<file path="src/core/rtia_pkg.sv">
// Package of constants and carriers for the clock indirect access gateway
//
// Overview of operation
// - Lock status reads 0x00 when locked, 0x01 after first key 0xA5.
// - Status reads 0x02 when unlocked, 0x03 when disabled until reset.
// - Writing 0xA5 then 0xF1 to lock register unlocks the interface.
// - Awaiting second key, any value other than 0xF1 disables until reset.
// - While unlocked, any lock register write re-locks the interface.
// - While disabled, lock register writes are ignored.
// - Address bit 7 shows transfer busy; writing 1 starts an indirect read.
// - Address bit 6 enables autoread.
// - Address bit 5 reads zero, writes ignored.
// - Address bit 4 selects the short access strobe.
// - Address bits 3:0 select the internal register targeted.
// - Address auto-increments after access to snapshot or compare bytes.
// - With autoread, each data register read while idle launches the next indirect read.
// - Indirect access takes 7 cycles, or 6 with short strobe.
// - Internal 0x00-0x03 are snapshot bytes, 0x08-0x0B compare bytes.
// - A data register write starts an indirect write of that byte.
package rtia_pkg;

  // Register bus addresses
  localparam logic [7:0] ADDR_REG_OFS = 8'hac;
  localparam logic [7:0] DATA_REG_OFS = 8'had;
  localparam logic [7:0] KEY_REG_OFS  = 8'hae;

  // Key codes and status encodings
  localparam logic [7:0] KEY_FIRST      = 8'ha5;
  localparam logic [7:0] KEY_SECOND     = 8'hf1;
  localparam logic [7:0] ST_LOCKED      = 8'h00;
  localparam logic [7:0] ST_WAIT_SECOND = 8'h01;
  localparam logic [7:0] ST_OPEN        = 8'h02;
  localparam logic [7:0] ST_DISABLED    = 8'h03;

  // Address register field positions
  localparam int BUSY_BIT  = 7;
  localparam int AUTO_BIT  = 6;
  localparam int SHORT_BIT = 4;

  // Reset values
  localparam logic [7:0] ADDR_REG_RST = 8'h00;
  localparam logic [7:0] DATA_REG_RST = 8'h00;

  // Internal map: snapshot and compare byte groups
  localparam logic [3:0] SNAP_BASE = 4'h0;
  localparam logic [3:0] SNAP_LAST = 4'h3;
  localparam logic [3:0] CMP_BASE  = 4'h8;
  localparam logic [3:0] CMP_LAST  = 4'hb;

  // Access timing in system clocks
  localparam logic [2:0] ACC_CYC_NORMAL = 3'h7;
  localparam logic [2:0] ACC_CYC_SHORT  = 3'h6;

  // Register bus request from the core
  typedef struct packed {
    logic       wr;
    logic       rd;
    logic [7:0] addr;
    logic [7:0] wdata;
  } rtia_sfr_req_s;

  // Access toward the internal register file
  typedef struct packed {
    logic       we;
    logic       re;
    logic [3:0] addr;
    logic [7:0] wdata;
  } rtia_int_req_s;

  typedef enum logic [1:0] {
    LK_LOCKED,
    LK_WAIT,
    LK_OPEN,
    LK_DISABLED
  } rtia_lock_e;

endpackage

</file>
<file path="src/core/rtia_regfile.sv">
// Internal clock register file of sixteen bytes, registered read data
`timescale 1ns/100ps
module rtia_regfile
  import rtia_pkg::*;
#(
  parameter int DEPTH = 16
) (
  // Clock and reset
  input  wire logic          sys_clk_i,
  input  wire logic          srst_i,
  // Access port
  input  wire rtia_int_req_s req_i,
  output logic [7:0]         rdata_o
);
  import rtia_pkg::*;

  logic [7:0] mem_q [DEPTH];
  logic [7:0] mem_d [DEPTH];
  logic [7:0] rdata_q;
  logic [7:0] rdata_d;

  // Next values of storage and read data
  always_comb begin
    mem_d   = mem_q;
    rdata_d = rdata_q;
    if (req_i.we) begin
      mem_d[req_i.addr] = req_i.wdata;
    end
    if (req_i.re) begin
      rdata_d = mem_q[req_i.addr];
    end
  end

  // Registers
  always_ff @(posedge sys_clk_i) begin
    if (srst_i) begin
      rdata_q <= 8'h00;
      for (int i = 0; i < DEPTH; i++) begin
        mem_q[i] <= 8'h00;
      end
    end else begin
      rdata_q <= rdata_d;
      mem_q   <= mem_d;
    end
  end

  assign rdata_o = rdata_q;
endmodule

</file>
<file path="src/core/rtia_gateway.sv">
// Lock-and-key gateway and indirect access engine for the clock registers
`timescale 1ns/100ps
module rtia_gateway (
  // Clock and reset
  input  wire logic                    sys_clk_i,
  input  wire logic                    srst_i,
  // Special function register bus
  input  wire rtia_pkg::rtia_sfr_req_s sfr_req_i,
  output logic [7:0]                   sfr_rdata_o,
  // Status
  output logic                         iface_open_o,
  output logic                         busy_o
);
  import rtia_pkg::*;

  // Lock machine state and its status code
  rtia_lock_e    lock_q;
  rtia_lock_e    lock_d;
  logic [7:0]    lock_code;

  // Address register fields
  logic          auto_q;
  logic          auto_d;
  logic          short_q;
  logic          short_d;
  logic [3:0]    addr_q;
  logic [3:0]    addr_d;

  // Data register and access engine
  logic [7:0]    data_q;
  logic [7:0]    data_d;
  logic          busy_q;
  logic          busy_d;
  logic          is_wr_q;
  logic          is_wr_d;
  logic [2:0]    cnt_q;
  logic [2:0]    cnt_d;

  // Registered bus read data
  logic [7:0]    rdata_q;
  logic [7:0]    rdata_d;

  // Decoded bus strobes
  logic          key_wr;
  logic          adr_wr;
  logic          dat_wr;
  logic          dat_rd;
  logic          adr_rd;
  logic          key_rd;

  // Engine control strobes
  logic          snap_or_cmp;
  logic          start_rd;
  logic          start_wr;
  logic          done;

  // Internal register file port
  rtia_int_req_s int_req;
  logic [7:0]    int_rdata;

  // Bus decode, write strobes
  assign key_wr = sfr_req_i.wr && (sfr_req_i.addr == KEY_REG_OFS);
  assign adr_wr = sfr_req_i.wr && (sfr_req_i.addr == ADDR_REG_OFS);
  assign dat_wr = sfr_req_i.wr && (sfr_req_i.addr == DATA_REG_OFS);

  // Bus decode, read strobes
  assign key_rd = sfr_req_i.rd && (sfr_req_i.addr == KEY_REG_OFS);
  assign adr_rd = sfr_req_i.rd && (sfr_req_i.addr == ADDR_REG_OFS);
  assign dat_rd = sfr_req_i.rd && (sfr_req_i.addr == DATA_REG_OFS);

  // Status code of the lock machine
  always_comb begin
    case (lock_q)
      LK_LOCKED:   lock_code = ST_LOCKED;
      LK_WAIT:     lock_code = ST_WAIT_SECOND;
      LK_OPEN:     lock_code = ST_OPEN;
      LK_DISABLED: lock_code = ST_DISABLED;
      default:     lock_code = ST_DISABLED;
    endcase
  end

  // Lock machine; an address or data register access while locked also disables the interface
  always_comb begin
    lock_d = lock_q;
    case (lock_q)
      LK_LOCKED: begin
        if (key_wr) begin
          lock_d = (sfr_req_i.wdata == KEY_FIRST) ? LK_WAIT : LK_DISABLED;
        end else if (adr_wr || dat_wr || adr_rd || dat_rd) begin
          // Indirect access before unlock disables the interface
          lock_d = LK_DISABLED;
        end
      end
      LK_WAIT: begin
        if (key_wr) begin
          lock_d = (sfr_req_i.wdata == KEY_SECOND) ? LK_OPEN : LK_DISABLED;
        end else if (adr_wr || dat_wr || adr_rd || dat_rd) begin
          // Indirect access between the keys disables the interface
          lock_d = LK_DISABLED;
        end
      end
      LK_OPEN: begin
        if (key_wr) begin
          lock_d = LK_LOCKED;
        end
      end
      LK_DISABLED: lock_d = LK_DISABLED;
      default:     lock_d = LK_DISABLED;
    endcase
  end

  assign iface_open_o = (lock_q == LK_OPEN);

  // Snapshot and compare byte detection
  assign snap_or_cmp = ((addr_q >= SNAP_BASE) && (addr_q <= SNAP_LAST)) ||
                       ((addr_q >= CMP_BASE) && (addr_q <= CMP_LAST));

  // Start conditions, only while open and idle
  assign start_rd = iface_open_o && !busy_q &&
                    ((adr_wr && sfr_req_i.wdata[BUSY_BIT]) ||
                     (dat_rd && auto_q));
  assign start_wr = iface_open_o && !busy_q && dat_wr;

  // Last cycle of a running access
  assign done     = busy_q && (cnt_q == 3'h1);

  // Address register, access engine and data register
  always_comb begin
    auto_d  = auto_q;
    short_d = short_q;
    addr_d  = addr_q;
    data_d  = data_q;
    busy_d  = busy_q;
    is_wr_d = is_wr_q;
    cnt_d   = cnt_q;
    // Address register fields, only while open and idle
    if (iface_open_o && adr_wr && !busy_q) begin
      auto_d  = sfr_req_i.wdata[AUTO_BIT];
      short_d = sfr_req_i.wdata[SHORT_BIT];
      addr_d  = sfr_req_i.wdata[3:0];
    end

    // Data register takes the byte to be written
    if (start_wr) begin
      data_d = sfr_req_i.wdata;
    end

    // Load the cycle count, or step down until done
    if (start_rd || start_wr) begin
      busy_d  = 1'b1;
      is_wr_d = start_wr;
      cnt_d   = short_d ? ACC_CYC_SHORT : ACC_CYC_NORMAL;
    end else if (busy_q) begin
      cnt_d = cnt_q - 3'h1;
      if (done) begin
        busy_d = 1'b0;
        if (!is_wr_q) begin
          data_d = int_rdata;
        end
        if (snap_or_cmp) begin
          addr_d = addr_q + 4'h1;
        end
      end
    end
  end

  // Internal write on the last cycle; internal read requested one cycle earlier so its data is there on the last cycle
  always_comb begin
    int_req.we    = done && is_wr_q;
    int_req.re    = busy_q && !is_wr_q && (cnt_q == 3'h2);
    int_req.addr  = addr_q;
    int_req.wdata = data_q;
  end

  // Read data mux
  always_comb begin
    rdata_d = 8'h00;
    // Status is readable in every lock state
    if (key_rd) begin
      rdata_d = lock_code;
    end else if (adr_rd && iface_open_o) begin
      rdata_d = {busy_q, auto_q, 1'b0, short_q, addr_q};
    end else if (dat_rd && iface_open_o) begin
      rdata_d = data_q;
    end
  end

  // Registers
  always_ff @(posedge sys_clk_i) begin
    if (srst_i) begin
      // Reset values of all state
      lock_q  <= LK_LOCKED;
      auto_q  <= ADDR_REG_RST[AUTO_BIT];
      short_q <= ADDR_REG_RST[SHORT_BIT];
      addr_q  <= ADDR_REG_RST[3:0];
      data_q  <= DATA_REG_RST;
      busy_q  <= 1'b0;
      is_wr_q <= 1'b0;
      cnt_q   <= 3'h0;
      rdata_q <= 8'h00;
    end else begin
      // Advance every register
      lock_q  <= lock_d;
      auto_q  <= auto_d;
      short_q <= short_d;
      addr_q  <= addr_d;
      data_q  <= data_d;
      busy_q  <= busy_d;
      is_wr_q <= is_wr_d;
      cnt_q   <= cnt_d;
      rdata_q <= rdata_d;
    end
  end

  // Outputs straight from flip-flops
  assign sfr_rdata_o = rdata_q;
  assign busy_o      = busy_q;

  // Internal clock register file
  rtia_regfile #(
    .DEPTH (16)
  ) u_regfile (
    .sys_clk_i (sys_clk_i),
    .srst_i    (srst_i),
    .req_i     (int_req),
    .rdata_o   (int_rdata)
  );
endmodule

</file>
<file path="config.mk">
export PLATFORM = sky130hd
export DESIGN_NAME = rtia_gateway
export DESIGN_NICKNAME = d
export VERILOG_FILES = /design/src/core/rtia_pkg.sv /design/src/core/rtia_regfile.sv /design/src/core/rtia_gateway.sv
export SDC_FILE = /design/constraint.sdc
export NUM_CORES = 1
export LEC_CHECK = 0
export BUFFER_PORTS_ARGS = -buffer_cell sky130_fd_sc_hd__buf_2
export CORE_MARGIN = 3
export CORE_UTILIZATION = 36
export CTS_BUF_LIST = sky130_fd_sc_hd__clkbuf_4 sky130_fd_sc_hd__clkbuf_8
export DETAILED_ROUTE_END_ITERATION = 12
export PLACE_DENSITY_LB_ADDON = 0.12
export SLEW_MARGIN = 20
export SYNTH_ARGS = -nofsm -noshare
export SYNTH_HDL_FRONTEND = slang
export SYNTH_SLANG_ARGS = --single-unit
</file>
<file path="constraint.sdc">
create_clock -name sys_clk_i -period 2.4 [get_ports sys_clk_i]
set_clock_uncertainty 0.1 [all_clocks]
set_input_delay 0.48 -clock sys_clk_i [delete_from_list [all_inputs] [get_ports sys_clk_i]]
set_output_delay 0.48 -clock sys_clk_i [all_outputs]
set_load 0.01 [all_outputs]
</file>
Word-level counts from Yosys, hierarchy flattened
Cells that the tools add are included.

storage, ports and cells
  register bits = 165
  bits in latches = 0
  RAM bits = 0
  memory bits (read-only) = 0
  input bits = 20
  word-level logic and storage cells = 112
  memories = 0

operators by class
  add/sub/neg operators = 2
  multipliers = 0
  div/mod/pow operators = 0
  magnitude comparators = 6
  equality and inequality tests = 11
  shift operators = 0
  muxes and demuxes = 34
  bitwise logic cells = 1
  reductions and logical operators = 32

operators with widths
  cell                   count
  $bwmux W128            1
  $mux W8                11
  $eq A8 B8 Y1 const B   5
  $bmux W8 S4            1
  $demux W8 S4           1
  $pmux W8 S4            1
  $logic_and A1 B1 Y1    22
  $mux W4                5
  $mux W2                5
  $pmux W2 S4            1
  $logic_or A1 B1 Y1     6
  $mux W1                6
  $mux W3                2
  $ge A5 B5 Y1 const B   1
  $lt A5 B1 Y1 const B   1
  $not A4 Y5             1
  $add A4 B1 Y4 const B  1
  $eq A2 B2 Y1 const B   2
  $ge A4 B1 Y1 const B   1
  $ge A4 B4 Y1 const B   1
  $le A4 B2 Y1 const B   1
  $le A4 B4 Y1 const B   1
  $eq A3 B1 Y1 const B   1
  $eq A3 B2 Y1 const B   1
  other kinds (6)        7

Depth between registers and ports, before layout
Gate-level depths: netlist of run 1.

  depth after elaboration = 9
  mapped depth = 8
  gate-level depth less buffers = 6

By module
A second synthesis of run 1 with hierarchy kept.

unflattened totals
  cells, all modules = 826
  area total of the unflattened synthesis = 7588.5 µm²

by module, submodules not included
  module        times used  cells each  area an instance (µm²)  seq. area each (µm²)
  rtia_regfile  1           660         6107.1                  2722.6
  rtia_gateway  1           166         1481.4                  580.6

Least setup slack after synthesis of run 1
No wires, ideal clock.

  path type = register to register
  start point = register addr_q[1]
  end point = register u_regfile.mem_q[91] (netlist name)
  arrival time = 1814 ps
  required time = 2172 ps
  slack = 358 ps
  cell stages (with the launch flop) = 9
  path buffers = 3
  period minus slack after synthesis = 2042 ps
  cell sequence = dfxtp_1 > buf_2 > buf_4 > buf_4 > inv_1 > ha_1 > nand3_2 > mux2i_1 > nor2_1

between the ends
  word-level cells in the longest chain between the ends = 6

RTL lines
  what                                                                       RTL line             RTL
  from (decl)                                                                rtia_gateway.sv:26   logic [3:0] addr_q;
  from (signal assigned)                                                     rtia_gateway.sv:195  addr_q <= ADDR_REG_RST[3:0];
  from (signal assigned)                                                     rtia_gateway.sv:206  addr_q <= addr_d;
  $not A4 Y5 (not written as such) *                                         rtia_regfile.sv:27   mem_d[req_i.addr] = req_i.wdata;
  $ge A5 B5 Y1 (not written as such) / $lt A5 B1 Y1 (equally long branches)  rtia_regfile.sv:27
  $logic_and A1 B1 Y1 (not written as such)                                  rtia_regfile.sv:27
  $mux W8 (not written as such)                                              rtia_regfile.sv:27
  $demux W8 S4 *                                                             rtia_regfile.sv:27
  $bwmux W128 *                                                              rtia_regfile.sv:27
  to (signal assigned)                                                       rtia_regfile.sv:43   mem_q <= mem_d;
  to (decl)                                                                  rtia_regfile.sv:17   logic [7:0] mem_q [DEPTH];

Mark *: on every way between the ends. The rest lies on a longest branch, timed or not.
A chain may end at the register's enable or synchronous reset.

Final worst setup path of run 1
  start point = register addr_q[2]
  end point = register addr_q[0]

between the ends
  word-level cells in the longest chain between the ends = 7

RTL lines
  what                                        RTL line                                  RTL
  $ge A4 B1 Y1, or another cell as far along  rtia_gateway.sv:115                       assign snap_or_cmp = ((addr_q >= SNAP_BASE) && (addr_q <= SNAP_LAST)) ||
  $logic_and A1 B1 Y1 (on tied branches)      rtia_gateway.sv:115, rtia_gateway.sv:116
  $logic_or A1 B1 Y1 *                        rtia_gateway.sv:115
  $mux W4 *                                   rtia_gateway.sv:160                       if (snap_or_cmp) begin
  $mux W4 *                                   rtia_gateway.sv:155                       if (done) begin
  $mux W4 *                                   rtia_gateway.sv:153                       end else if (busy_q) begin
  $mux W4 *                                   rtia_gateway.sv:149                       if (start_rd || start_wr) begin

Marked as above.

==> flow_summary.html, run 1 <==
<table>
<tr><th>Metric</th><th>Value</th></tr>
<tr><th colspan="2">Routing</th></tr>
<tr><td>Iter 0 DRT Violations</td><td>330</td></tr>
<tr><td>Number of remaining DRC errors</td><td>0</td></tr>
<tr><td>Total wire length</td><td>19.4 mm</td></tr>
<tr><td>Count of antenna-violating nets left after detailed routing</td><td>0</td></tr>
<tr><td>Detailed-route via count</td><td>5538</td></tr>
<tr><td>Vias per cell</td><td>5.23</td></tr>
<tr><td>DR pass1 iterations</td><td>5</td></tr>
<tr><td>Wire length per cell</td><td>18.4 µm</td></tr>
<tr><th colspan="2">Global route</th></tr>
<tr><td>First-pass GRT wire length</td><td>30.8 mm</td></tr>
<tr><td>Antenna violations before repair</td><td>0</td></tr>
<tr><td>Total Routing Usage GR</td><td>0.176</td></tr>
<tr><td>Vias in the first global route</td><td>5371</td></tr>
<tr><td>Largest net degree at the start of global routing</td><td>158</td></tr>
<tr><td>GR Overflow Total</td><td>0</td></tr>
<tr><th colspan="2">Clock tree</th></tr>
<tr><td>Number of H-tree levels</td><td>4</td></tr>
<tr><td>Number of gates resized after CTS</td><td>0</td></tr>
<tr><td>TritonCTS clock tree</td><td>built</td></tr>
<tr><td>Clk Latency, worst-skew pair</td><td>0.46 ns</td></tr>
<tr><td>Clock-pin transition on the worst setup and hold timing paths</td><td>0.10 ns</td></tr>
<tr><td>Hold-fix buffers, CTS</td><td>0</td></tr>
<tr><td>Clock tree buffer depth</td><td>2</td></tr>
<tr><td>Total clock buffers created by CTS</td><td>17</td></tr>
<tr><td>Number of clock sinks seen by CTS</td><td>165</td></tr>
<tr><td>Library cell used as clock root buffer</td><td>clkbuf_8</td></tr>
<tr><td>Count of buffers added by post-CTS timing repair for setup</td><td>0</td></tr>
<tr><th colspan="2">Die</th></tr>
<tr><td>Std-Cell Rows</td><td>52</td></tr>
<tr><td>Core region area</td><td>0.0206 mm²</td></tr>
<tr><td>Die area</td><td>0.0230 mm²</td></tr>
<tr><td>I/O pin count</td><td>30</td></tr>
<tr><td>Initial standard-cell utilization of the core</td><td>0.372</td></tr>
<tr><td>X dimension of the die</td><td>152 µm</td></tr>
<tr><td>Vertical die dimension</td><td>152 µm</td></tr>
<tr><th colspan="2">Cells and area</th></tr>
<tr><td>Layout Nets</td><td>802</td></tr>
<tr><td>Commonest cells after routing, fill and taps aside</td><td>nor2_1, dfxtp_1, mux2i_1, buf_2, buf_4</td></tr>
<tr><td>Relative area change from synthesis to final layout</td><td>11.3%</td></tr>
<tr><td>Number of diodes</td><td>0</td></tr>
<tr><td>Layout cells sized above 1</td><td>0.178</td></tr>
<tr><td>Most frequent standard cell in the layout excluding fill and tap cells</td><td>nor2_1</td></tr>
<tr><td>Non-filler cells, final</td><td>1058</td></tr>
<tr><td>Area of all placed cells without fillers</td><td>0.00851 mm²</td></tr>
<tr><th colspan="2">Power</th></tr>
<tr><td>Proportion of power drawn by flip-flops and latches</td><td>0.534</td></tr>
<tr><td>Part of the total power dissipated in combinational logic</td><td>0.021</td></tr>
<tr><td>Total power divided by cell area</td><td>602 mW/mm²</td></tr>
<tr><td>Proportion of total power due to net switching</td><td>0.231</td></tr>
<tr><td>Static Leakage</td><td>3.89 nW</td></tr>
<tr><td>Net load switching power</td><td>1.19 mW</td></tr>
<tr><td>Cell-internal power</td><td>3.94 mW</td></tr>
<tr><td>Clock share of power</td><td>0.446</td></tr>
<tr><td>Maximum vdd drop</td><td>352 µV</td></tr>
<tr><th colspan="2">Worst setup path</th></tr>
<tr><td>Setup slack, reg-to-reg</td><td>0.23 ns</td></tr>
<tr><td>Critical Path Sink Type</td><td>flop</td></tr>
<tr><td>Type of element launching the critical path</td><td>flop</td></tr>
<tr><td>Largest fanout on the critical path</td><td>11</td></tr>
<tr><td>Data required time at the worst endpoint</td><td>2.60 ns</td></tr>
<tr><td>CP Data Arrival Time</td><td>2.37 ns</td></tr>
<tr><td>Class of the most critical setup path</td><td>flop to flop</td></tr>
<tr><th colspan="2">STA</th></tr>
<tr><td>RSZ-0062 raised after global routing</td><td>false</td></tr>
<tr><td>Aggregate negative setup slack</td><td>0 ns</td></tr>
<tr><td>Max_slew headroom</td><td>0.503</td></tr>
<tr><td>Hold Violations, Final</td><td>0</td></tr>
<tr><td>Final period utilization</td><td>0.904</td></tr>
<tr><td>Final min period</td><td>2.17 ns</td></tr>
<tr><td>Smallest setup slack after layout</td><td>0.231 ns</td></tr>
<tr><td>Highest clock frequency the design can meet</td><td>0.461 GHz</td></tr>
<tr><td>Setup-failing EPs final</td><td>0</td></tr>
<tr><td>Final Max Slew Viols</td><td>0</td></tr>
<tr><td>Least-Margin Pin Slew</td><td>0.744 ns</td></tr>
<tr><th colspan="2">Place</th></tr>
<tr><td>Number of I/O port buffers</td><td>29</td></tr>
<tr><td>DP HPWL</td><td>12.8 mm</td></tr>
<tr><td>Area after DPL</td><td>0.00807 mm²</td></tr>
<tr><td>Worst setup timing slack at the placement stage</td><td>0.226 ns</td></tr>
<tr><td>Number of cells in the design after placement</td><td>1026</td></tr>
<tr><td>Final RePlAce weighted congestion</td><td>0.810</td></tr>
<tr><th colspan="2">Synthesis</th></tr>
<tr><td>Synthesized instance count</td><td>762</td></tr>
<tr><td>Async SR Flop Fraction</td><td>0</td></tr>
<tr><td>Post-Syn Area per Cell</td><td>10.0 µm²</td></tr>
<tr><td>Number of enable flip-flop cells after synthesis</td><td>0</td></tr>
<tr><td>Synth unique cells</td><td>58</td></tr>
<tr><td>Warnings, synthesis</td><td>0</td></tr>
<tr><td>Count of state elements after synthesis</td><td>165</td></tr>
<tr><td>Share of the yosys chip area belonging to registers</td><td>0.432</td></tr>
<tr><td>Netlist area before placement</td><td>0.00765 mm²</td></tr>
<tr><td>Top FF cell, synth</td><td>dfxtp_1</td></tr>
<tr><td>Nets in the synthesized netlist</td><td>789</td></tr>
<tr><th colspan="2">Hold path</th></tr>
<tr><td>Hold Crit Class</td><td>input port to flop</td></tr>
<tr><th colspan="2">Flow run</th></tr>
<tr><td>Number of maximum-capacitance violations</td><td>0</td></tr>
<tr><th colspan="2">Run status</th></tr>
<tr><td>Outcome</td><td>completed</td></tr>
</table>
per-layer routing:
metal | vias up | track usage | share of wire
met4 | 0 | 0.0454 | 0.0098
met2 | 114 | 0.272 | 0.45
li1 | 2695 | - | -
met5 | - | 0 | 0
met3 | 15 | 0.0312 | 0.047
met1 | 2714 | 0.255 | 0.49
cell usage after synthesis (6+ instances only):
master	instances	share of area
a21o_1	8	0.0079
a21oi_1	8	0.0052
a311oi_1	8	0.0092
buf_2	8	0.0052
clkbuf_1	42	0.021
dfxtp_1	165	0.43
ha_1	7	0.011
inv_1	6	0.0029
mux2i_1	163	0.21
mux4_2	18	0.053
nand2_1	25	0.012
nand3_1	8	0.0052
nand3_2	15	0.020
nor2_1	167	0.082
nor2b_1	6	0.0049
nor3_1	13	0.0085
nor3b_1	7	0.0069
nor4_1	6	0.0049
o22ai_1	12	0.0098
cell type report:
type                            count  area [µm²]
Tap cell                          270         338
Clock inverter                     14         206
Timing Repair Buffer               57         383
Sequential cell                   165        3300
Inverter                            7        26.3
Clock buffer                       18         241
Fill cell                        2015       12000
Multi-Input combinational cell    527        4010
state kept, by name, indices dropped and copies added (netlist names):
name,count
addr_q,4
auto_q,1
busy_o,1
cnt_q,3
data_q,8
is_wr_q,1
lock_q,2
sfr_rdata_o,8
short_q,1
u_regfile.mem_q,128
u_regfile.rdata_o,8
final timing paths:
kind	start	to	cells past startpoint
worst min-delay path	srst_i	cnt_q[0]$_SDFFE_PP0P_	3
worst max register to register	addr_q[2]$_SDFF_PP0_	addr_q[0]$_SDFF_PP0_	4
worst min register to register	data_q[5]$_SDFF_PP0_	sfr_rdata_o[5]$_SDFF_PP0_	2
worst max-delay path	addr_q[2]$_SDFF_PP0_	addr_q[0]$_SDFF_PP0_	4
stage by stage:
stage | power (mW) | hold WS (ns) | utilization
detailed placement | 2.91 | 0.341 | 0.392
global route | 5.33 | 0.207 | 0.414
CTS | 5.20 | 0.188 | 0.414
floorplan | 2.86 | 0.357 | -
global placement | 2.90 | 0.342 | 0.392
finish | 5.13 | 0.220 | 0.414
cell families (layout without fill, tap and decap cells):
family / Yosys count / after routing / share of synthesized area
mux: 183 / 183 / 0.269
simple gates: 281 / 281 / 0.190
flops: 165 / 165 / 0.432
fa+ha+maj: 7 / 7 / 0.0114
xor+xnor: 2 / 2 / 0.00229
compound gates: 54 / 54 / 0.0505
buf+inv: 70 / 96 / 0.0443
critical path, stage by stage (launching register included):
cell and delay, ns:
dfxtp_1 0.49, buf_4 0.23, nor4b_2 0.67, nor2_1 0.08, a221oi_1 0.45
power groups by stage:
stage               combinational [mW]  sequential [mW]  clock (mW)
floorplan                       0.0622             2.80           0
global placement                 0.104             2.80           0
detailed placement               0.105             2.80           0
CTS                              0.106             2.74        2.36
global route                     0.115             2.74        2.47
finish                           0.105             2.74        2.29
Note: power is estimated with default switching activity, not from simulation.
==> run 2, diff against run 1 <==
- CAP_MARGIN: unset -> 20
- MAX_ROUTING_LAYER: unset -> met4
- REMOVE_ABC_BUFFERS: unset -> 1
==> run 2 against run 1 <==
  * Clock power is 17% lower
  * Clock-buffer cell count is the same
  * Core utilization fell by 0.30 points
  * Final cell count about the same
  * Via count down 0.60%
  * Worst setup slack improved by 0.077 ns
  * Fmax up 3.7%
  * First-iteration DRC count down 13%
  * Combinational power up 9%
  * Worst hold slack improved by 0.021 ns
  * Global-route usage up 0.52 points
  * Sequential power hardly changed
==> flow_summary.html, run 2 (synthesis gave the netlist of run 1 again) <==
<table>
<tr><th>Metric</th><th>Value</th></tr>
<tr><th colspan="2">Clock tree</th></tr>
<tr><td>Clock tree buffer depth</td><td>2 (unchanged)</td></tr>
<tr><td>TritonCTS clock tree</td><td>built</td></tr>
<tr><td>Hold-fix buffers, CTS</td><td>0 (unchanged)</td></tr>
<tr><td>Number of gates resized after CTS</td><td>0 (unchanged)</td></tr>
<tr><td>Number of H-tree levels</td><td>4 (unchanged)</td></tr>
<tr><td>Total clock buffers created by CTS</td><td>17 (unchanged)</td></tr>
<tr><td>Clock-pin transition on the worst setup and hold timing paths</td><td>0.10 ns (about the same)</td></tr>
<tr><td>Library cell used as clock root buffer</td><td>clkbuf_8</td></tr>
<tr><td>Number of clock sinks seen by CTS</td><td>165 (unchanged)</td></tr>
<tr><td>Clk Latency, worst-skew pair</td><td>0.46 ns (about the same)</td></tr>
<tr><td>Count of buffers added by post-CTS timing repair for setup</td><td>0 (unchanged)</td></tr>
<tr><th colspan="2">Worst setup path</th></tr>
<tr><td>Critical Path Sink Type</td><td>output pin</td></tr>
<tr><td>Buffer and inverter count on the worst path</td><td>1 (unchanged)</td></tr>
<tr><td>Data required time at the worst endpoint</td><td>1.82 ns (-0.78 ns)</td></tr>
<tr><td>Delay of the slowest cell on the worst path</td><td>0.44 ns (-0.23 ns)</td></tr>
<tr><td>Type of element launching the critical path</td><td>flop</td></tr>
<tr><td>Class of the most critical setup path</td><td>flop to output pin</td></tr>
<tr><td>Slowest stage cell on the critical path</td><td>dfxtp_1</td></tr>
<tr><td>Largest fanout on the critical path</td><td>7 (-4)</td></tr>
<tr><td>Largest delay share family, worst path</td><td>flip-flops</td></tr>
<tr><td>Reg2reg path depth</td><td>5 (+1)</td></tr>
<tr><td>Total stage count of the critical path</td><td>2 (-2)</td></tr>
<tr><td>CP Data Arrival Time</td><td>1.51 ns (-0.86 ns)</td></tr>
<tr><td>CP cell instances</td><td>nor2b_1 -&gt; buf_2</td></tr>
<tr><th colspan="2">Cells and area</th></tr>
<tr><td>Commonest cells after routing, fill and taps aside</td><td>nor2_1, dfxtp_1, mux2i_1, buf_2, nand2_1</td></tr>
<tr><td>Max reg flops</td><td>128 (unchanged)</td></tr>
<tr><td>Layout Nets</td><td>801 (-0.12%)</td></tr>
<tr><td>Area of all placed cells without fillers</td><td>0.00845 mm² (-0.72%)</td></tr>
<tr><td>Layout cells sized above 1</td><td>0.177 (-0.00104)</td></tr>
<tr><td>Register with the highest flop count</td><td>u_regfile.mem_q</td></tr>
<tr><td>Most frequent standard cell in the layout excluding fill and tap cells</td><td>nor2_1</td></tr>
<tr><td>Number of diodes</td><td>0 (unchanged)</td></tr>
<tr><td>Relative area change from synthesis to final layout</td><td>10.5%</td></tr>
<tr><th colspan="2">STA</th></tr>
<tr><td>RSZ-0062 raised after global routing</td><td>false</td></tr>
<tr><td>Aggregate negative setup slack</td><td>0 ns (unchanged)</td></tr>
<tr><td>Setup-failing EPs final</td><td>0 (unchanged)</td></tr>
<tr><td>Max_slew headroom</td><td>0.458 (-0.0442)</td></tr>
<tr><td>Smallest setup slack after layout</td><td>0.308 ns (+0.0773 ns)</td></tr>
<tr><td>Final min period</td><td>2.09 ns (-0.0773 ns)</td></tr>
<tr><td>Hold Violations, Final</td><td>0 (unchanged)</td></tr>
<tr><td>Final period utilization</td><td>0.871 (-0.0322)</td></tr>
<tr><td>Final Max Slew Viols</td><td>0 (unchanged)</td></tr>
<tr><td>Highest clock frequency the design can meet</td><td>0.478 GHz (+3.7%)</td></tr>
<tr><td>Worst-case hold slack</td><td>0.241 ns (+0.0208 ns)</td></tr>
<tr><td>Least-Margin Pin Slew</td><td>0.811 ns (+0.0672 ns)</td></tr>
<tr><th colspan="2">Routing</th></tr>
<tr><td>Vias per cell</td><td>5.21 (-0.50%)</td></tr>
<tr><td>Total wire length</td><td>19.3 mm (-0.66%)</td></tr>
<tr><td>Wire length per cell</td><td>18.3 µm (-0.56%)</td></tr>
<tr><td>Iter 0 DRT Violations</td><td>286 (-13%)</td></tr>
<tr><td>DR pass1 iterations</td><td>5 (unchanged)</td></tr>
<tr><td>Count of antenna-violating nets left after detailed routing</td><td>0 (unchanged)</td></tr>
<tr><td>Detailed-route via count</td><td>5505 (-0.60%)</td></tr>
<tr><td>Number of remaining DRC errors</td><td>0 (unchanged)</td></tr>
<tr><th colspan="2">Die</th></tr>
<tr><td>I/O pin count</td><td>30 (unchanged)</td></tr>
<tr><td>Vertical die dimension</td><td>152 µm (unchanged)</td></tr>
<tr><td>Core region area</td><td>0.0206 mm² (unchanged)</td></tr>
<tr><td>Std-Cell Rows</td><td>52 (unchanged)</td></tr>
<tr><td>X dimension of the die</td><td>152 µm (unchanged)</td></tr>
<tr><td>Initial standard-cell utilization of the core</td><td>0.372 (unchanged)</td></tr>
<tr><td>Die area</td><td>0.0230 mm² (unchanged)</td></tr>
<tr><th colspan="2">Global route</th></tr>
<tr><td>Met1 global-route usage</td><td>0.233 (-0.0220)</td></tr>
<tr><td>Most Crowded Layer GR</td><td>met2</td></tr>
<tr><td>Vias in the first global route</td><td>5555 (+3.4%)</td></tr>
<tr><td>Fraction of met3 tracks used by global routing</td><td>0.0333 (+0.00208)</td></tr>
<tr><td>Total Routing Usage GR</td><td>0.181 (+0.00518)</td></tr>
<tr><td>GR Overflow Total</td><td>0 (unchanged)</td></tr>
<tr><td>Global-route met2 utilization</td><td>0.288 (+0.0162)</td></tr>
<tr><td>Antenna violations before repair</td><td>0 (unchanged)</td></tr>
<tr><td>First-pass GRT wire length</td><td>30.8 mm (-0.13%)</td></tr>
<tr><td>Largest net degree at the start of global routing</td><td>75 (-53%)</td></tr>
<tr><th colspan="2">Place</th></tr>
<tr><td>Worst setup timing slack at the placement stage</td><td>0.214 ns (-0.0115 ns)</td></tr>
<tr><td>Number of I/O port buffers</td><td>29 (unchanged)</td></tr>
<tr><td>DP HPWL</td><td>13.2 mm (+3.0%)</td></tr>
<tr><td>Area after DPL</td><td>0.00808 mm² (+0.22%)</td></tr>
<tr><td>Final RePlAce weighted congestion</td><td>0.862 (+6.4%)</td></tr>
<tr><th colspan="2">Flow run</th></tr>
<tr><td>Number of maximum-capacitance violations</td><td>0 (unchanged)</td></tr>
<tr><th colspan="2">Power</th></tr>
<tr><td>Total power divided by cell area</td><td>563 mW/mm² (-6.5%)</td></tr>
<tr><td>Total power draw</td><td>4.76 mW (-7.2%)</td></tr>
<tr><td>Maximum vdd drop</td><td>333 µV (-5.5%)</td></tr>
<tr><td>Static Leakage</td><td>3.84 nW (-1.3%)</td></tr>
<tr><th colspan="2">Run status</th></tr>
<tr><td>Outcome</td><td>completed</td></tr>
<tr><th colspan="2">Hold path</th></tr>
<tr><td>Number of cells on the worst hold path</td><td>3 (unchanged)</td></tr>
<tr><td>Hold Crit Class</td><td>input port to flop</td></tr>
</table>
## run 2: final cells by class
cell class / count / area [µm²]
clock buffer: 18 / 241
clock inverter: 14 / 128
fill: 2036 / 12100
inverter: 7 / 26.3
multi-input combinational: 527 / 4010
sequential: 165 / 3300
tap: 270 / 338
timing repair buffer: 56 / 400
## run 2: report_power, final
group	switching, mW	internal (mW)	leakage [nW]
clock network	1.07	0.839	0.180
registers	0.000538	2.73	1.33
logic	0.0796	0.0341	2.33
total	1.15	3.61	3.84
## run 2: tightest hold or removal path, delay by kind of cell
kind                   cells  cell delay (ns)
and+or+nand+nor            1             0.07
buffers and inverters      1             0.14
muxes                      1             0.08
## run 2: stage by stage
step                      std cells   util
after detailed placement       1025  0.393
after global placement         1025  0.393
after global routing           1057  0.411
after floorplan                 699      -
after CTS                      1057  0.411
final                          1057  0.411
## run 2: final timing paths
| check | startpoint | end | slack, ns |
|---|---|---|---|
| setup / recovery | lock_q[1]$_SDFFE_PP0P_ | iface_open_o | 0.31 |
| hold / removal | sfr_req_i[6] | auto_q$_SDFFE_PP0N_ | 0.24 |
| setup reg to reg | addr_q[2]$_SDFF_PP0_ | u_regfile.mem_q[126]$_SDFFE_PP0P_ | 0.36 |
| hold reg to reg | u_regfile.mem_q[110]$_SDFFE_PP0P_ | u_regfile.mem_q[110]$_SDFFE_PP0P_ | 0.40 |
## run 2: per-layer routing
metal	wire length, µm	part of all wire
met4	433	0.022
met5	0	0
met1	9070	0.47
met2	9040	0.47
met3	776	0.040
==> run 3, diff against run 2 <==
- ABC_AREA: unset -> 1
==> run 3 against run 2 <==
  * Sequential share of layout area up 0.83 points
  * Design area down 2.0%
  * Sequential power about the same
  * Synthesized cell count up 39%
  * Critical path depth up 7
  * Fmax up 5.7%
  * First-iteration DRC count up 84%
  * Worst hold slack worse by 0.070 ns
  * Non-clock buffer count down 6
  * Power up 1.6%
  * Via count up 23%
  * Combinational power up 11%
==> flow_summary.html, run 3 <==
<table>
<tr><th>Metric</th><th>Value</th></tr>
<tr><th colspan="2">Run status</th></tr>
<tr><td>Outcome</td><td>completed</td></tr>
<tr><th colspan="2">Cells and area</th></tr>
<tr><td>Relative area change from synthesis to final layout</td><td>8.90%</td></tr>
<tr><td>Number of diodes</td><td>0 (unchanged)</td></tr>
<tr><td>Area of all placed cells without fillers</td><td>0.00828 mm² (-2.0%)</td></tr>
<tr><td>Layout Nets</td><td>1082 (+35%)</td></tr>
<tr><td>Post-route core utilization</td><td>0.404 (-0.00712)</td></tr>
<tr><td>Register with the highest flop count</td><td>u_regfile.mem_q</td></tr>
<tr><td>Number of inserted filler cells in the final layout</td><td>2226 (+9.3%)</td></tr>
<tr><td>Max reg flops</td><td>128 (unchanged)</td></tr>
<tr><td>Most frequent standard cell in the layout excluding fill and tap cells</td><td>o21ai_0</td></tr>
<tr><td>Footprint of the multi-input gates</td><td>0.00364 mm² (-9.2%)</td></tr>
<tr><td>Layout cells sized above 1</td><td>0.116 (-0.0604)</td></tr>
<tr><td>Area used by sequential logic in the layout</td><td>0.00331 mm² (about the same)</td></tr>
<tr><td>Commonest cells after routing, fill and taps aside</td><td>o21ai_0, nor2_1, dfxtp_1, a21oi_1, nand2_1</td></tr>
<tr><th colspan="2">Worst setup path</th></tr>
<tr><td>Largest fanout on the critical path</td><td>13 (+6)</td></tr>
<tr><td>Data required time at the worst endpoint</td><td>2.66 ns (+0.84 ns)</td></tr>
<tr><td>CP cell instances</td><td>inv_1 -&gt; ha_1 -&gt; nand3_4 -&gt; nor2_8 -&gt; nand2_4 -&gt; nor2_4 -&gt; inv_1 -&gt; nor2_1 -&gt; nor2_1</td></tr>
<tr><td>Delay of the slowest cell on the worst path</td><td>0.33 ns (-0.11 ns)</td></tr>
<tr><td>Buffer and inverter count on the worst path</td><td>2 (+1)</td></tr>
<tr><td>Type of element launching the critical path</td><td>flop</td></tr>
<tr><td>CP Data Arrival Time</td><td>2.24 ns (+0.73 ns)</td></tr>
<tr><td>Class of the most critical setup path</td><td>flop to flop</td></tr>
<tr><td>Setup slack, reg-to-reg</td><td>0.42 ns (+0.06 ns)</td></tr>
<tr><td>Largest delay share family, worst path</td><td>simple AND/OR/NAND/NOR gates</td></tr>
<tr><td>Critical Path Sink Type</td><td>flop</td></tr>
<tr><td>Slowest stage cell on the critical path</td><td>dfxtp_1</td></tr>
<tr><th colspan="2">STA</th></tr>
<tr><td>Final min period</td><td>1.98 ns (-0.114 ns)</td></tr>
<tr><td>Smallest setup slack after layout</td><td>0.422 ns (+0.114 ns)</td></tr>
<tr><td>Least-Margin Pin Slew</td><td>0.699 ns (-0.112 ns)</td></tr>
<tr><td>Final period utilization</td><td>0.824 (-0.0473)</td></tr>
<tr><td>Final Max Slew Viols</td><td>0 (unchanged)</td></tr>
<tr><td>Setup-failing EPs final</td><td>0 (unchanged)</td></tr>
<tr><td>Hold Violations, Final</td><td>0 (unchanged)</td></tr>
<tr><td>RSZ-0062 raised after global routing</td><td>false</td></tr>
<tr><td>Aggregate negative setup slack</td><td>0 ns (unchanged)</td></tr>
<tr><td>Max_slew headroom</td><td>0.533 (+0.0748)</td></tr>
<tr><td>Highest clock frequency the design can meet</td><td>0.506 GHz (+5.7%)</td></tr>
<tr><th colspan="2">Routing</th></tr>
<tr><td>Iter 0 DRT Violations</td><td>525 (+84%)</td></tr>
<tr><td>Number of remaining DRC errors</td><td>0 (unchanged)</td></tr>
<tr><td>Total wire length</td><td>21.8 mm (+13%)</td></tr>
<tr><td>Wire length per cell</td><td>16.3 µm (-11%)</td></tr>
<tr><td>Vias per cell</td><td>5.05 (-3.1%)</td></tr>
<tr><td>Detailed-route via count</td><td>6746 (+23%)</td></tr>
<tr><td>Count of antenna-violating nets left after detailed routing</td><td>0 (unchanged)</td></tr>
<tr><td>DR pass1 iterations</td><td>7 (+2)</td></tr>
<tr><th colspan="2">Global route</th></tr>
<tr><td>Total Routing Usage GR</td><td>0.202 (+0.0208)</td></tr>
<tr><td>Largest net degree at the start of global routing</td><td>106 (+41%)</td></tr>
<tr><td>First-pass GRT wire length</td><td>34.9 mm (+13%)</td></tr>
<tr><td>Antenna violations before repair</td><td>0 (unchanged)</td></tr>
<tr><td>GR Overflow Total</td><td>0 (unchanged)</td></tr>
<tr><td>Vias in the first global route</td><td>6405 (+15%)</td></tr>
<tr><th colspan="2">Place</th></tr>
<tr><td>Number of I/O port buffers</td><td>29 (unchanged)</td></tr>
<tr><td>Final RePlAce weighted congestion</td><td>0.801 (-7.1%)</td></tr>
<tr><td>DP HPWL</td><td>14.2 mm (+7.2%)</td></tr>
<tr><td>Area after DPL</td><td>0.00790 mm² (-2.2%)</td></tr>
<tr><td>Worst setup timing slack at the placement stage</td><td>0.392 ns (+0.178 ns)</td></tr>
<tr><th colspan="2">Clock tree</th></tr>
<tr><td>Count of buffers added by post-CTS timing repair for setup</td><td>0 (unchanged)</td></tr>
<tr><td>Hold-fix buffers, CTS</td><td>0 (unchanged)</td></tr>
<tr><td>Total clock buffers created by CTS</td><td>17 (unchanged)</td></tr>
<tr><td>Number of gates resized after CTS</td><td>0 (unchanged)</td></tr>
<tr><td>Library cell used as clock root buffer</td><td>clkbuf_8</td></tr>
<tr><td>Number of clock sinks seen by CTS</td><td>165 (unchanged)</td></tr>
<tr><td>TritonCTS clock tree</td><td>built</td></tr>
<tr><td>Clk Latency, worst-skew pair</td><td>0.46 ns (about the same)</td></tr>
<tr><td>Number of H-tree levels</td><td>4 (unchanged)</td></tr>
<tr><td>Clock-pin transition on the worst setup and hold timing paths</td><td>0.09 ns (about the same)</td></tr>
<tr><td>Clock tree buffer depth</td><td>2 (unchanged)</td></tr>
<tr><th colspan="2">Synthesis</th></tr>
<tr><td>Warnings, synthesis</td><td>0 (unchanged)</td></tr>
<tr><td>Share of the yosys chip area belonging to registers</td><td>0.434 (+0.00270)</td></tr>
<tr><td>Biggest area consumer among synthesized cells</td><td>dfxtp_1</td></tr>
<tr><td>Most common cell in the synthesized netlist</td><td>o21ai_0</td></tr>
<tr><td>Netlist area before placement</td><td>0.00760 mm² (-0.62%)</td></tr>
<tr><td>Synth unique cells</td><td>34 (-41%)</td></tr>
<tr><td>Main area contributors after synthesis</td><td>dfxtp_1, o21ai_0, nor2_1, a21oi_1, nand2_1</td></tr>
<tr><td>Number of enable flip-flop cells after synthesis</td><td>0 (unchanged)</td></tr>
<tr><td>Synthesized instance count</td><td>1057 (+39%)</td></tr>
<tr><td>Async SR Flop Fraction</td><td>0 (unchanged)</td></tr>
<tr><td>Leading cell types by count after synthesis</td><td>o21ai_0, nor2_1, dfxtp_1</td></tr>
<tr><td>Synth top area share</td><td>0.434 (+0.00270)</td></tr>
<tr><td>Post-Syn Area per Cell</td><td>7.19 µm² (-28%)</td></tr>
<tr><td>Top FF cell, synth</td><td>dfxtp_1</td></tr>
<tr><td>Count of state elements after synthesis</td><td>165 (unchanged)</td></tr>
<tr><th colspan="2">Die</th></tr>
<tr><td>X dimension of the die</td><td>151 µm (-0.30%)</td></tr>
<tr><td>Core region area</td><td>0.0205 mm² (-0.32%)</td></tr>
<tr><td>Initial standard-cell utilization of the core</td><td>0.371 (-0.00114)</td></tr>
<tr><td>I/O pin count</td><td>30 (unchanged)</td></tr>
<tr><td>Vertical die dimension</td><td>151 µm (-0.30%)</td></tr>
<tr><td>Std-Cell Rows</td><td>52 (unchanged)</td></tr>
<tr><td>Die area</td><td>0.0229 mm² (-0.59%)</td></tr>
<tr><th colspan="2">Hold path</th></tr>
<tr><td>Hold Crit Class</td><td>input port to flop</td></tr>
<tr><th colspan="2">Power</th></tr>
<tr><td>Static Leakage</td><td>3.51 nW (-8.4%)</td></tr>
<tr><td>Total power draw</td><td>4.84 mW (+1.6%)</td></tr>
<tr><td>Maximum vdd drop</td><td>272 µV (-18%)</td></tr>
<tr><td>Total power divided by cell area</td><td>584 mW/mm² (+3.7%)</td></tr>
<tr><th colspan="2">Flow run</th></tr>
<tr><td>Number of maximum-capacitance violations</td><td>0 (unchanged)</td></tr>
</table>
==> run 3: cell types whose count changed in the layout (fill, tap and decap cells not counted), moves of 14 or more <==
cell,change
o21ai_0,+220
mux2i_1,-163
a21oi_1,+94
nand2_1,+71
inv_1,+59
nor2_1,+43
nand3_1,+29
mux4_2,-18
nor2_4,+14
==> run 3: area by class of cell <==
cell class | instances | area share
clock buffer | 18 | 0.0299
inverter | 76 | 0.0349
clock inverter | 13 | 0.0154
tap | 270 | 0.0408
multi-input combinational | 745 | 0.440
timing repair buffer | 50 | 0.0396
sequential | 165 | 0.399
==> run 3: kinds of logic (layout without fill, tap and decap cells) <==
group	Yosys count	count (layout)	share of synthesized area
compound gates	344	344	0.230
xor+xnor	2	2	0.00230
buf+inv	147	157	0.0862
fa+ha+maj	7	7	0.0115
flops	165	165	0.434
simple gates	392	392	0.235
==> run 3: path summary, 6_finish.rpt <==
kind              cells after the start                             start                          endpoint
setup / recovery                      9             cnt_q[1]$_SDFFE_PP0P_  u_regfile.mem_q[39]$_SDFFE_PP0P_
hold / removal                        2                            srst_i              is_wr_q$_SDFFE_PP0P_
setup reg to reg                      9             cnt_q[1]$_SDFFE_PP0P_  u_regfile.mem_q[39]$_SDFFE_PP0P_
hold reg to reg                       2  u_regfile.mem_q[82]$_SDFFE_PP0P_  u_regfile.mem_q[82]$_SDFFE_PP0P_
==> run 3: stage by stage <==
step           hold WS (ns)  std cells
2_1_floorplan         0.332        986
3_3_place_gp          0.341       1306
3_5_place_dp          0.346       1306
4_1_cts               0.145       1337
5_1_grt               0.151       1337
6_report              0.171       1337
==> run 3: power by group <==
part	internal, mW	switching [mW]	total, mW
clock network	0.857	1.11	1.97
logic	0.0359	0.0909	0.127
registers	2.74	0.00147	2.74
total	3.63	1.21	4.84
==> run 3: routing by layer <==
metal  global-route usage  vias up  wire length, µm
met5                    -        -                0
met2                0.307      117             9790
met1                0.279     3117            11000
li1                     -     3496                -
met4               0.0508        0              272
met3               0.0359       16              697
